**src/hdl/blsi_pkg.sv**
```systemverilog
/*
 * Shared constants and types of the bit logic sequence input unit:
 * register offsets, instruction word layout, opcodes, flag positions,
 * interrupt bits and reset values.
 * Assumes a 32-bit APB register bus and a 16-bit built-in I/O word.
 */
package blsi_pkg;

    // ****************************************
    // Widths
    // ****************************************
    localparam int DATA_W = 32;
    localparam int ADDR_W = 8;
    localparam int IMG_W = 16;
    localparam int SLOT_W = 3;
    localparam int SLOTS = 8;
    localparam int INSTR_W = 15;
    localparam int FLAG_W = 12;
    localparam int IRQ_W = 3;

    // ****************************************
    // Register byte offsets
    // ****************************************
    localparam logic [7:0] OFS_INSTR = 8'h00;
    localparam logic [7:0] OFS_STATUS = 8'h04;
    localparam logic [7:0] OFS_FLAGS = 8'h08;
    localparam logic [7:0] OFS_IMG_IN = 8'h0C;
    localparam logic [7:0] OFS_IMG_OUT = 8'h10;
    localparam logic [7:0] OFS_WORK = 8'h14;
    localparam logic [7:0] OFS_REFRESH = 8'h18;
    localparam logic [7:0] OFS_IRQ_STAT = 8'h1C;
    localparam logic [7:0] OFS_IRQ_MASK = 8'h20;

    // ****************************************
    // Condition flag positions in the flag register
    // ****************************************
    localparam int FLG_ERROR = 0;
    localparam int FLG_ACCESS_ERROR = 1;
    localparam int FLG_CARRY = 2;
    localparam int FLG_GREATER = 3;
    localparam int FLG_EQUAL = 4;
    localparam int FLG_LESS = 5;
    localparam int FLG_NEGATIVE = 6;
    localparam int FLG_OVERFLOW = 7;
    localparam int FLG_UNDERFLOW = 8;
    localparam int FLG_GREATER_EQUAL = 9;
    localparam int FLG_NOT_EQUAL = 10;
    localparam int FLG_LESS_EQUAL = 11;
    localparam int FLG_ALWAYS_ON = 12;
    localparam int FLG_ALWAYS_OFF = 13;

    // Interrupt status bit positions
    localparam int IRQ_DONE = 0;
    localparam int IRQ_BAD = 1;
    localparam int IRQ_REFRESH = 2;

    // ****************************************
    // Instruction word
    // ****************************************
    typedef enum logic [2:0] {
        OP_LOAD = 3'b000,
        OP_LOAD_INV = 3'b001,
        OP_SERIES = 3'b010,
        OP_SERIES_INV = 3'b011,
        OP_PAR = 3'b100,
        OP_PAR_INV = 3'b101,
        OP_COIL = 3'b110,
        OP_COIL_INV = 3'b111
    } blsi_op_e;

    typedef enum logic [1:0] {
        EDGE_NONE = 2'b00,
        EDGE_UP = 2'b01,
        EDGE_DOWN = 2'b10,
        EDGE_BAD = 2'b11
    } blsi_edge_e;

    typedef enum logic [1:0] {
        AREA_IN = 2'b00,
        AREA_OUT = 2'b01,
        AREA_WORK = 2'b10,
        AREA_EXP = 2'b11
    } blsi_area_e;

    // Bit 14..12 slot, 11..8 bit, 7..6 area, 5 imm, 4..3 edge, 2..0 op
    typedef struct packed {
        logic [SLOT_W-1:0] slot;
        logic [3:0] bit_idx;
        blsi_area_e area;
        logic imm;
        blsi_edge_e edge_mode;
        blsi_op_e op;
    } blsi_instr_s;

    // ****************************************
    // Reset values
    // ****************************************
    localparam logic [IMG_W-1:0] IMG_RST = 16'h0000;
    localparam logic [FLAG_W-1:0] FLAG_RST = 12'h000;
    localparam logic [IRQ_W-1:0] IRQ_MASK_RST = 3'h0;
    localparam logic [SLOTS-1:0] EDGE_RST = 8'h00;

endpackage : blsi_pkg

```
**src/hdl/blsi_edge_if.sv**
```systemverilog
/*
 * Carrier between the sequencer core and its edge history store.
 * Assumes both ends run on the same clock.
 */
`timescale 1ns/100ps
`default_nettype none

interface blsi_edge_if;
    import blsi_pkg::*;

    logic we;
    logic [SLOT_W-1:0] slot;
    logic wr_val;
    logic prev;

    modport core (output we, output slot, output wr_val, input prev);
    modport store (input we, input slot, input wr_val, output prev);
endinterface : blsi_edge_if

`default_nettype wire

```
**src/hdl/blsi_edge_store.sv**
```systemverilog
/*
 * Previous-scan operand history, one bit per edge instruction slot.
 * Assumes the core writes a slot only when it executes that slot.
 */
`timescale 1ns/100ps
`default_nettype none

module blsi_edge_store (
    input wire logic mclk,
    input wire logic resetn,
    blsi_edge_if.store e
);
    import blsi_pkg::*;

    typedef struct packed {
        logic [SLOTS-1:0] prev;
    } blsi_hist_s;

    blsi_hist_s q;
    blsi_hist_s d;

    // Read old state, store new operand value
    always_comb begin
        d = q;
        if (e.we) begin
            d.prev[e.slot] = e.wr_val;
        end
    end

    assign e.prev = q.prev[e.slot];

    // History starts OFF at power-up
    always_ff @(posedge mclk or negedge resetn) begin
        if (!resetn) begin
            q.prev <= EDGE_RST;
        end else begin
            q <= d;
        end
    end
endmodule : blsi_edge_store

`default_nettype wire

```
**src/hdl/blsi_top.sv**
```systemverilog
/*
 * Bit logic sequence input unit: executes load, series, parallel
 * contact and coil instructions written over APB, with edge and
 * immediate-refresh variants, and keeps the condition flags.
 * Assumes din is synchronous to mclk; one APB write to the
 * instruction register is one executed instruction, and a write to
 * the refresh register is the end-of-scan cyclic I/O refresh.
 */
// Added by the designer: the APB slave port and the register addresses.
`timescale 1ns/100ps
`default_nettype none

module blsi_top (
    input wire logic mclk,
    input wire logic resetn,
    input wire logic psel,
    input wire logic penable,
    input wire logic pwrite,
    input wire logic [blsi_pkg::ADDR_W-1:0] paddr,
    input wire logic [blsi_pkg::DATA_W-1:0] pwdata,
    output logic [blsi_pkg::DATA_W-1:0] prdata,
    output logic pready,
    output logic pslverr,
    input wire logic [blsi_pkg::IMG_W-1:0] din,
    output logic [blsi_pkg::IMG_W-1:0] dout,
    output logic irq
);
    import blsi_pkg::*;

    // ****************************************
    // State
    // ****************************************
    typedef struct packed {
        logic exec;
        logic bad;
        logic [INSTR_W-1:0] last;
        logic [IMG_W-1:0] in_img;
        logic [IMG_W-1:0] out_img;
        logic [IMG_W-1:0] work;
        logic [IMG_W-1:0] dout;
        logic [FLAG_W-1:0] flags;
        logic [IRQ_W-1:0] irq_stat;
        logic [IRQ_W-1:0] irq_mask;
        logic irq;
        logic pready;
        logic pslverr;
        logic [DATA_W-1:0] prdata;
    } blsi_core_s;

    blsi_core_s q;
    blsi_core_s d;

    // ****************************************
    // Helpers
    // ****************************************

    // Replace one byte of an image with the same byte of a source
    function automatic logic [IMG_W-1:0] merge_byte(
        input logic [IMG_W-1:0] img,
        input logic [IMG_W-1:0] src,
        input logic hi
    );
        logic [IMG_W-1:0] r;
        r = img;
        if (hi) begin
            r[15:8] = src[15:8];
        end else begin
            r[7:0] = src[7:0];
        end
        return r;
    endfunction : merge_byte

    // Pick one operand bit from its area
    function automatic logic pick_bit(
        input blsi_area_e area,
        input logic [3:0] idx,
        input logic [IMG_W-1:0] in_v,
        input logic [IMG_W-1:0] out_v,
        input logic [IMG_W-1:0] work_v
    );
        logic r;
        r = 1'b0;
        unique case (area)
            AREA_IN: r = in_v[idx];
            AREA_OUT: r = out_v[idx];
            AREA_WORK: r = work_v[idx];
            AREA_EXP: r = 1'b0;
        endcase
        return r;
    endfunction : pick_bit

    // Register map membership of a bus address
    function automatic logic is_mapped(
        input logic [ADDR_W-1:0] a
    );
        logic r;
        r = 1'b0;
        unique case (a)
            OFS_INSTR, OFS_STATUS, OFS_FLAGS: r = 1'b1;
            OFS_IMG_IN, OFS_IMG_OUT, OFS_WORK: r = 1'b1;
            OFS_REFRESH, OFS_IRQ_STAT, OFS_IRQ_MASK: r = 1'b1;
            default: r = 1'b0;
        endcase
        return r;
    endfunction : is_mapped

    // Read data of one register, zero outside the map
    function automatic logic [DATA_W-1:0] read_word(
        input logic [ADDR_W-1:0] a,
        input blsi_core_s s
    );
        logic [DATA_W-1:0] r;
        r = 32'h0000_0000;
        unique case (a)
            OFS_INSTR: r = {17'h0_0000, s.last};
            OFS_STATUS: r = {30'h0000_0000, s.bad, s.exec};
            OFS_FLAGS: r = {18'h0_0000, 1'b0, 1'b1, s.flags};
            OFS_IMG_IN: r = {16'h0000, s.in_img};
            OFS_IMG_OUT: r = {16'h0000, s.out_img};
            OFS_WORK: r = {16'h0000, s.work};
            OFS_IRQ_STAT: r = {29'h0000_0000, s.irq_stat};
            OFS_IRQ_MASK: r = {29'h0000_0000, s.irq_mask};
            default: r = 32'h0000_0000;
        endcase
        return r;
    endfunction : read_word

    // ****************************************
    // Bus decode
    // ****************************************
    logic acc;
    logic commit;
    logic hit;
    logic exec_wr;

    // Access phase, commit edge and address match
    assign acc = psel && penable;
    assign commit = acc && q.pready;
    assign hit = is_mapped(paddr);
    assign exec_wr = commit && pwrite && (paddr == OFS_INSTR);

    // ****************************************
    // Instruction decode
    // ****************************************
    blsi_instr_s ins;
    logic is_coil;
    logic is_inv;
    logic edge_cap;
    logic legal;
    logic edge_ok;
    logic area_ok;
    logic imm_ok;
    logic [IMG_W-1:0] in_v;
    logic opv;
    logic cv;
    logic cres;

    // History carrier, ahead of the edge logic that reads it
    blsi_edge_if u_edge_if();

    assign ins = blsi_instr_s'(pwdata[INSTR_W-1:0]);

    // Kind of instruction
    assign is_coil = (ins.op == OP_COIL) || (ins.op == OP_COIL_INV);
    assign is_inv = (ins.op == OP_LOAD_INV) || (ins.op == OP_SERIES_INV) ||
                    (ins.op == OP_PAR_INV);
    assign edge_cap = (ins.op == OP_LOAD) || (ins.op == OP_SERIES) ||
                      (ins.op == OP_PAR);

    // Edge forms only on plain load, series and parallel
    assign edge_ok = (ins.edge_mode == EDGE_NONE) ||
                     (edge_cap && ins.edge_mode != EDGE_BAD);

    // No expansion points; coils never take the input area as target
    assign area_ok = (ins.area != AREA_EXP) &&
                     !(is_coil && ins.area == AREA_IN);

    // Immediate contacts read input pins, immediate coils drive outputs
    assign imm_ok = !ins.imm || (is_coil ? ins.area == AREA_OUT
                                         : ins.area == AREA_IN);

    // Rejected words change no image, condition or history; they set last, bad and the bad event
    assign legal = edge_ok && area_ok && imm_ok;

    // Fresh byte for any immediate word, contact or coil, image otherwise
    assign in_v = ins.imm ? merge_byte(q.in_img, din, ins.bit_idx[3])
                          : q.in_img;

    assign opv = pick_bit(ins.area, ins.bit_idx, in_v, q.out_img, q.work);

    // Contact value after edge or inversion
    always_comb begin
        cv = is_inv ? !opv : opv;
        unique case (ins.edge_mode)
            EDGE_UP: cv = opv && !u_edge_if.prev;
            EDGE_DOWN: cv = !opv && u_edge_if.prev;
            EDGE_NONE: cv = is_inv ? !opv : opv;
            EDGE_BAD: cv = 1'b0;
        endcase
    end

    // Coil result from the current condition
    assign cres = (ins.op == OP_COIL_INV) ? !q.exec : q.exec;

    // ****************************************
    // Edge history
    // ****************************************
    // Every edge instance stores its operand each execution
    assign u_edge_if.we = exec_wr && legal &&
                          (ins.edge_mode != EDGE_NONE);
    assign u_edge_if.slot = ins.slot;
    assign u_edge_if.wr_val = opv;

    blsi_edge_store u_store (
        .mclk(mclk),
        .resetn(resetn),
        .e(u_edge_if.store)
    );

    // ****************************************
    // Next state
    // ****************************************
    always_comb begin
        logic [IRQ_W-1:0] ev;
        logic clr;
        ev = '0;
        clr = 1'b0;
        d = q;
        d.pready = 1'b0;
        d.pslverr = 1'b0;

        // One wait state, then answer with data or error
        if (acc && !q.pready) begin
            d.pready = 1'b1;
            d.pslverr = !hit;
            d.prdata = read_word(paddr, q);
        end

        // Reads of the interrupt status register clear it
        if (commit && !pwrite && paddr == OFS_IRQ_STAT) begin
            clr = 1'b1;
        end

        // Register writes take effect at the commit edge
        if (commit && pwrite && hit) begin
            unique case (paddr)
                OFS_FLAGS: d.flags = pwdata[FLAG_W-1:0];
                OFS_WORK: d.work = pwdata[IMG_W-1:0];
                OFS_IRQ_MASK: d.irq_mask = pwdata[IRQ_W-1:0];
                OFS_REFRESH: begin
                    d.in_img = din;
                    d.dout = q.out_img;
                    ev[IRQ_REFRESH] = 1'b1;
                end
                default: d.flags = q.flags;
            endcase
        end

        // Instruction execution; flags are never touched here
        if (exec_wr) begin
            d.last = pwdata[INSTR_W-1:0];
            d.bad = !legal;
            if (legal) begin
                d.in_img = in_v;
                ev[IRQ_DONE] = 1'b1;
                unique case (ins.op)
                    OP_LOAD: d.exec = cv;
                    OP_LOAD_INV: d.exec = cv;
                    OP_SERIES: d.exec = q.exec && cv;
                    OP_SERIES_INV: d.exec = q.exec && cv;
                    OP_PAR: d.exec = q.exec || cv;
                    OP_PAR_INV: d.exec = q.exec || cv;
                    OP_COIL, OP_COIL_INV: begin
                        if (ins.area == AREA_OUT) begin
                            d.out_img[ins.bit_idx] = cres;
                        end else begin
                            d.work[ins.bit_idx] = cres;
                        end
                        if (ins.imm) begin
                            d.dout = merge_byte(q.dout, d.out_img,
                                                ins.bit_idx[3]);
                        end
                    end
                endcase
            end else begin
                ev[IRQ_BAD] = 1'b1;
            end
        end

        // Sticky events; a new event beats the read clear
        d.irq_stat = (clr ? '0 : q.irq_stat) | ev;
        d.irq = |(d.irq_stat & d.irq_mask);
    end

    // ****************************************
    // Registers
    // ****************************************
    always_ff @(posedge mclk or negedge resetn) begin
        if (!resetn) begin
            q.exec <= 1'b0;
            q.bad <= 1'b0;
            q.last <= '0;
            q.in_img <= IMG_RST;
            q.out_img <= IMG_RST;
            q.work <= IMG_RST;
            q.dout <= IMG_RST;
            q.flags <= FLAG_RST;
            q.irq_stat <= '0;
            q.irq_mask <= IRQ_MASK_RST;
            q.irq <= 1'b0;
            q.pready <= 1'b0;
            q.pslverr <= 1'b0;
            q.prdata <= '0;
        end else begin
            q <= d;
        end
    end

    // Outputs straight from flops
    assign prdata = q.prdata;
    assign pready = q.pready;
    assign pslverr = q.pslverr;
    assign dout = q.dout;
    assign irq = q.irq;
endmodule : blsi_top

`default_nettype wire

```
**config.mk**
```make
export PLATFORM = sky130hd
export DESIGN_NAME = blsi_top
export DESIGN_NICKNAME = d
export VERILOG_FILES = /design/src/hdl/blsi_pkg.sv /design/src/hdl/blsi_edge_if.sv /design/src/hdl/blsi_edge_store.sv /design/src/hdl/blsi_top.sv
export SDC_FILE = /design/constraint.sdc
export NUM_CORES = 1
export LEC_CHECK = 0
export ABC_AREA = 1
export ABC_CLOCK_PERIOD_IN_PS = 4900
export BUFFER_PORTS_ARGS = -buffer_cell sky130_fd_sc_hd__clkbuf_2
export CORE_MARGIN = 2
export CORE_UTILIZATION = 47
export DETAILED_ROUTE_END_ITERATION = 12
export GPL_TIMING_DRIVEN = 1
export PLACE_DENSITY = 0.74
export REMOVE_ABC_BUFFERS = 1
export SYNTH_ARGS = -nofsm -noshare
export SYNTH_HDL_FRONTEND = slang
export SYNTH_SLANG_ARGS = --single-unit
```
**constraint.sdc**
```tcl
create_clock -name mclk -period 4.9 [get_ports mclk]
set_clock_uncertainty 0.1 [all_clocks]
set_input_delay 0.98 -clock mclk [delete_from_list [all_inputs] [get_ports mclk]]
set_output_delay 0.98 -clock mclk [all_outputs]
set_load 0.02 [all_outputs]
```
==> run metrics, run 1 <==
status finished clean; diodes inserted 0; maxcap violations 0; crit-path max FO 32; Mapped Cells 1178; Pwr Total 2590 uW; met3 usage 4.80%; most area-consuming cells after synthesis dfrtp_1 39%, nand2_1 17%, o21ai_0 7.4%; top cell type's share of synthesized area 39.1%; Synth top cells by count 375 x nand2_1, 126 x dfrtp_1, 121 x inv_1, 120 x o21ai_0, 113 x nor2_1; Hold Crit Class flop to flop; Rows 47; die height 135 microns; CTS Hold Buffers Added 0; CP Data Arrival Time 3.63 ns; GR Util All Layers 25.8%; global-route wire length before repair 36500 microns; grt total ovfl 0; Post-CTS Setup Inserts 0; Worst Tran Pin Value 1.12 ns; Via Count 7850; DIE AREA 0.0182 sq mm; DRC violations left 0; Routed WL 23000 microns; TritonCTS clock tree yes; flop-to-flop setup slack 2.07 ns; Initial DRC Count 1030; GRT met2 Usage 39.7%; Core ar. 0.0167 sq mm; Clock Latency Late Sink 0.44 ns; Fmax 0.293 GHz; maximum buffer depth of the clock tree 2; HPWL Detailed 16000 microns; count leader, synth nand2_1; vias in the first global route 6898; Syn Std Cell Area 0.00806 sq mm; vias per inst 5.46; DP Worst Slack 1.06 ns; Synth area leader dfrtp_1; final setup fails 0; met1 Usage GRT 36.9%; post-cts resize count 0; layout cell share with drive strength beyond 1 12.5%; number of synthesized flops with an enable pin 0; clock-pin slew on the worst setup and hold paths 0.05 ns; Tcrit/Tclk final 69.7%; worst setup margin 1.48 ns; antenna violations before repair 0; Leak Pwr 0.00463 uW; I/O pin total 112; Worst Path Required 5.12 ns; DR WL/cell 16.0 microns; FF+latch count, synth 126; H-Tree Depth 4; Slew Viols, Final 0; Initial Util 48.3%; CTS Sinks 126; Avg Cell Area, Syn 6.85 sq um; input/output buffers 79; busiest layer in global routing met2; Tmin final 3.42 ns; VDD IR max 278 uV; Die W 135 microns; YS warnings 0; FFs w/ async S/R, synth 100%; predominant post-synthesis flop cell dfrtp_1; Clock Root Buffer clkbuf_16; Slew headroom 25.0%; final hold violation count 0; routability cong. 0.956; setup tns final 0 ns; type of origin of the critical path primary input; Final Net Count 1265; RSZ-0062 raised after global routing no; CP endpoint kind flop; Post-DRT Antenna Nets 0; post-synth cell types 41; Fill cells 1636; Area growth syn-to-layout 9.88%; largest net degree at the start of global routing 46; sequential share of the synthesized area 39.1%; TritonRoute pass-1 iters 6; Num CTS Buffers 17; CP Class primary input to flop; Cell Pwr Density 292 mW/mm^2
==> cell type report <==
cell class / instances / area [sq um] / area share, %
clock buffers: 22 / 474 / 5.35
flip-flops and latches: 126 / 3150 / 35.6
clock inverters: 10 / 136 / 1.54
inverters: 130 / 490 / 5.54
well taps: 220 / 275 / 3.11
repair buffers: 89 / 473 / 5.34
multi-input cells: 840 / 3860 / 43.5
==> worst paths after layout <==
check	from	end	cells past startpoint
min in group asynchronous	resetn	prdata[1]	1
worst max register to register	pready	dout[10]	12
worst max-delay path	paddr[0]	dout[10]	15
worst min-delay path	dout[6]	dout[6]	2
max in group asynchronous	resetn	q[124]	2
worst min register to register	dout[6]	dout[6]	2
==> critical path, cell delays in order <==
cell	delay [ns]
clkbuf_2	0.08
inv_1	0.05
nand2_2	0.08
nor3_4	0.26
nand2_4	0.16
inv_2	0.27
nand2_2	0.41
nor2_4	0.25
nand2_4	0.12
inv_4	0.25
nand2_4	0.20
nand2_1	0.17
o21ai_2	0.16
nand2_1	0.13
nand2_1	0.05
==> state kept, by name, summed over array words and instances, names as in the netlist <==
signal     count
dout          16
irq            1
prdata        16
pready         1
pslverr        1
q             83
u_store.q      8
==> stage by stage <==
stage	hold WS [ns]	instances	util, %	area (sq um)
final	0.368	1437	53.1	8860
after global routing	0.387	1437	53.1	8860
after CTS	0.373	1437	53.1	8860
after detailed placement	0.359	1405	49.4	8250
after global placement	0.355	1405	49.4	8250
after floorplan	0.350	1096	-	7500
==> routing by layer <==
layer  routed length, microns  vias to the layer above
li1                         -                     3786
met3                     2160                       39
met5                        0                        -
met2                    10200                      376
met1                    10100                     3649
met4                      559                        0
==> report_power, final <==
group	switching, uW	leakage, uW	internal [uW]
combinational	167	0.00278	53.5
clock	476	0.000292	837
sequential	3.66	0.00156	1050
==> cell families after synthesis <==
kind of cell / after synthesis / synth area share (%)
compound gates: 210 / 14.6
buf+inv: 227 / 13.8
flops: 126 / 39.1
other cells: 1 / 0.0465
simple gates: 612 / 32.3
mux: 1 / 0.124
xor+xnor: 1 / 0.109
==> cells in the final DEF, fill, tap and decap left out, types with 12 or more instances in the layout <==
cell / n
nand4_1: 12
inv_1: 121
nor3_1: 16
o211ai_1: 17
nand2_1: 375
clkbuf_2: 78
a21oi_1: 12
o22ai_1: 12
clkbuf_16: 17
dfrtp_1: 126
o21ai_0: 120
conb_1: 16
nor2_1: 112
o21ai_1: 24
nand3_1: 66
(Power assumes the default switching activity.)
==> run 2: changes to the inputs <==
--- a/config.mk
+++ b/config.mk
@@ -5,14 +5,14 @@
 export SDC_FILE = /design/constraint.sdc
 export NUM_CORES = 1
 export LEC_CHECK = 0
-export ABC_AREA = 1
-export ABC_CLOCK_PERIOD_IN_PS = 4900
+export ABC_AREA = 0
+export ABC_CLOCK_PERIOD_IN_PS = 2850
 export BUFFER_PORTS_ARGS = -buffer_cell sky130_fd_sc_hd__clkbuf_2
 export CORE_MARGIN = 2
 export CORE_UTILIZATION = 47
 export DETAILED_ROUTE_END_ITERATION = 12
 export GPL_TIMING_DRIVEN = 1
-export PLACE_DENSITY = 0.74
+export PLACE_DENSITY = 0.78
 export REMOVE_ABC_BUFFERS = 1
 export SYNTH_ARGS = -nofsm -noshare
 export SYNTH_HDL_FRONTEND = slang
==> constraint.sdc (replaced) <==
create_clock -name mclk -period 2.85 [get_ports mclk]
set_clock_uncertainty 0.1 [all_clocks]
set_input_delay 0.57 -clock mclk [delete_from_list [all_inputs] [get_ports mclk]]
set_output_delay 0.57 -clock mclk [all_outputs]
set_load 0.02 [all_outputs]
==> run 2 against run 1 <==
Against the previous run: count of clock-buffer cells in the layout shrank 4; clock power grew 56%; flip-flop and latch count is the same; wire length shrank 13%; setup slack lost 1.2 ns; hold slack lost 0.32 ns; core utilization grew 3.6 points; final cell count shrank 31%; die area shrank 11%; register-to-register slack lost 1.5 ns; critical endpoint is now u_store.q[2]; critical path type unchanged; total power grew 61%.
==> run metrics, run 2 <==
Fill cells 1294 (-21%); Worst Path Required 3.05 ns (-2.07 ns); CTS Hold Buffers Added 0 (unchanged); DR WL/cell 20.0 microns (+25%); Most flops, register q; Post-DRT Antenna Nets 0 (unchanged); status finished clean; max FFs per register 83 (unchanged); number of synthesized flops with an enable pin 0 (unchanged); global-route wire length before repair 32000 microns (-12%); Pwr Total 4170 uW (+61%); Clock Root Buffer clkbuf_16; Gate power share 8.1% (-0.4 points); clock network fraction of total power 48.8% (-1.9 points); Tmin final 2.54 ns; Synth top cells by count 126 x dfrtp_1, 75 x mux2_2, 52 x a21oi_1, 48 x buf_4, 42 x nand2_1; Seq. cell area 0.00315 sq mm (unchanged); Post-CTS Setup Inserts 0 (unchanged); final setup fails 0 (unchanged); Cell Pwr Density 489 mW/mm^2 (+67%); Final Net Count 860 (-32%); GR Util All Layers 25.6% (-0.25 points); largest net degree at the start of global routing 53 (+15%); FFs w/ async S/R, synth 100% (unchanged); Syn Std Cell Area 0.00715 sq mm (-11%); sequential share of power 43.1% (+2.3 points); Synth area leader dfrtp_1; type of origin of the critical path primary input; Rows 45 (-4.3%); TritonRoute pass-1 iters 5 (-1); TritonCTS clock tree yes; Initial DRC Count 675 (-34%); Die W 127 microns (-5.7%); Core ar. 0.0150 sq mm (-10%); vias in the first global route 5968 (-13%); CP endpoint kind flop; Worst Tran Pin Value 0.587 ns (-0.537 ns); critical path's top delay family simple AND/OR/NAND/NOR gates; Net Sw Power 993 uW (+54%); CP Class primary input to flop; Via Count 6108 (-22%); Fmax 0.393 GHz; HPWL Detailed 14200 microns (-11%); Avg Cell Area, Syn 10.2 sq um (+49%); final instance area 0.00852 sq mm (-3.8%); crit-path max FO 4 (-88%); count leader, synth dfrtp_1; CP Data Arrival Time 2.75 ns (-0.88 ns); placed cell areas 0.00799 sq mm (-3.2%); Clock Latency Late Sink 0.42 ns (-0.02 ns); diodes inserted 0 (unchanged); Initial Util 47.5% (-0.75 points); routability cong. 0.916 (-4.2%); final hold violation count 0 (unchanged); post-cts resize count 0 (unchanged); die height 127 microns (-5.7%); YS warnings 0 (unchanged); VDD IR max 323 uV (+16%); Sw Ratio 23.8% (-1.2 points); I/O pin total 112 (unchanged); commonest non-fill, non-tap cell in the layout dfrtp_1; clock-pin slew on the worst setup and hold paths 0.05 ns (about the same); Leak Pwr 0.00418 uW (-9.8%); DRC violations left 0 (unchanged); Slew Viols, Final 0 (unchanged); FF+latch count, synth 126 (unchanged); Buf+Inv Stages, Crit Path 2 (-2); Slew headroom 60.7% (+36 points); maxcap violations 0 (unchanged); maximum buffer depth of the clock tree 2 (unchanged); Num CTS Buffers 17 (unchanged); top cell type's share of synthesized area 44.1% (+5.0 points); layout cell share with drive strength beyond 1 34.7% (+22 points); footprint of the multi-input gates 0.00350 sq mm (-9.4%); Mapped Cells 700 (-41%); most frequent cells in the layout 126 x dfrtp_1, 78 x clkbuf_2, 75 x mux2_2; P_int 3180 uW (+64%); grt total ovfl 0 (unchanged); sequential share of the synthesized area 44.1% (+5.0 points); H-Tree Depth 4 (unchanged); Tcrit/Tclk final 89.2%; antenna violations before repair 0 (unchanged); CP cell instances clkbuf_2, or4_1, nor4_4, buf_4, nand4_4, or3_4, nor3b_2, mux2_2; CP Depth 8 (-7); DIE AREA 0.0162 sq mm (-11%); Max stage delay on crit path 0.59 ns (+0.18 ns); Worst Reg2Reg Path Length in Cells 7 (-5); Routed WL 19900 microns (-13%); CTS Sinks 126 (unchanged); input/output buffers 79 (unchanged); post-synth cell types 60 (+46%); vias per inst 6.14 (+12%); Area growth syn-to-layout 19.3%; RSZ-0062 raised after global routing no; most area-consuming cells after synthesis dfrtp_1 44%, mux2_2 12%, buf_4 5.0%; predominant post-synthesis flop cell dfrtp_1; setup tns final 0 ns (unchanged); largest registers q: 83 flops, dout: 16 flops, prdata: 16 flops; slowest library cell on the worst path or4_1; Hold Crit Class primary input to asynchronous set/reset pin
## run 2: final cells by class
| cell class | count | area share, % |
|---|---|---|
| flip-flops and latches | 126 | 37.0 |
| repair buffers | 156 | 12.5 |
| well taps | 188 | 2.76 |
| multi-input cells | 488 | 41.0 |
| clock buffers | 18 | 5.15 |
| clock inverters | 8 | 1.15 |
| inverters | 10 | 0.440 |
## run 2: logic make-up (layout without fill, tap and decap cells)
group,Yosys count,in the layout,share of synthesized area [%]
muxes,107,107,16.7
xor gates and xnor gates,1,1,0.123
other,1,16,0.0525
and+or+nand+nor,161,161,12.5
DFF,126,126,44.1
AOI/OAI and AO/OA,203,203,18.6
buffers and inverters,101,192,7.90
## run 2: per-stage QoR
stage          utilization, %  instances  setup slack [ns]  hold slack, ns
6_report                 56.7        994             0.308          0.0505
5_1_grt                  56.7        994             0.134          0.0816
4_1_cts                  56.7        994             0.305          0.0539
3_5_place_dp             53.1        968            -0.137           0.364
3_3_place_gp             53.1        968           -0.0563           0.360
2_1_floorplan               -        624            -0.784           0.174
## run 2: final timing paths
kind,start,endpoint,slack (ns)
hold / removal,resetn,q[37],0.05
max in group asynchronous,resetn,prdata[13],1.88
hold reg to reg,prdata[9],prdata[9],0.37
min in group mclk,din[9],q[110],0.31
setup reg to reg,pready,u_store.q[2],0.53
setup / recovery,paddr[1],u_store.q[2],0.31
## run 2: metal layers
metal,vias up,routed length (microns),track usage (%)
met5,-,0,0
li1,2761,-,-
met1,3007,8520,34.1
met2,295,9430,40.3
met3,45,1470,6.78
met4,0,493,9.57
## run 2: power by group through the flow
stage / Clock, uW / Sequential [uW] / Combinational [uW]
2_1_floorplan: 0 / 1830 / 122
3_3_place_gp: 0 / 1830 / 328
3_5_place_dp: 0 / 1830 / 331
4_1_cts: 2060 / 1800 / 333
5_1_grt: 2140 / 1800 / 364
6_report: 2040 / 1800 / 337
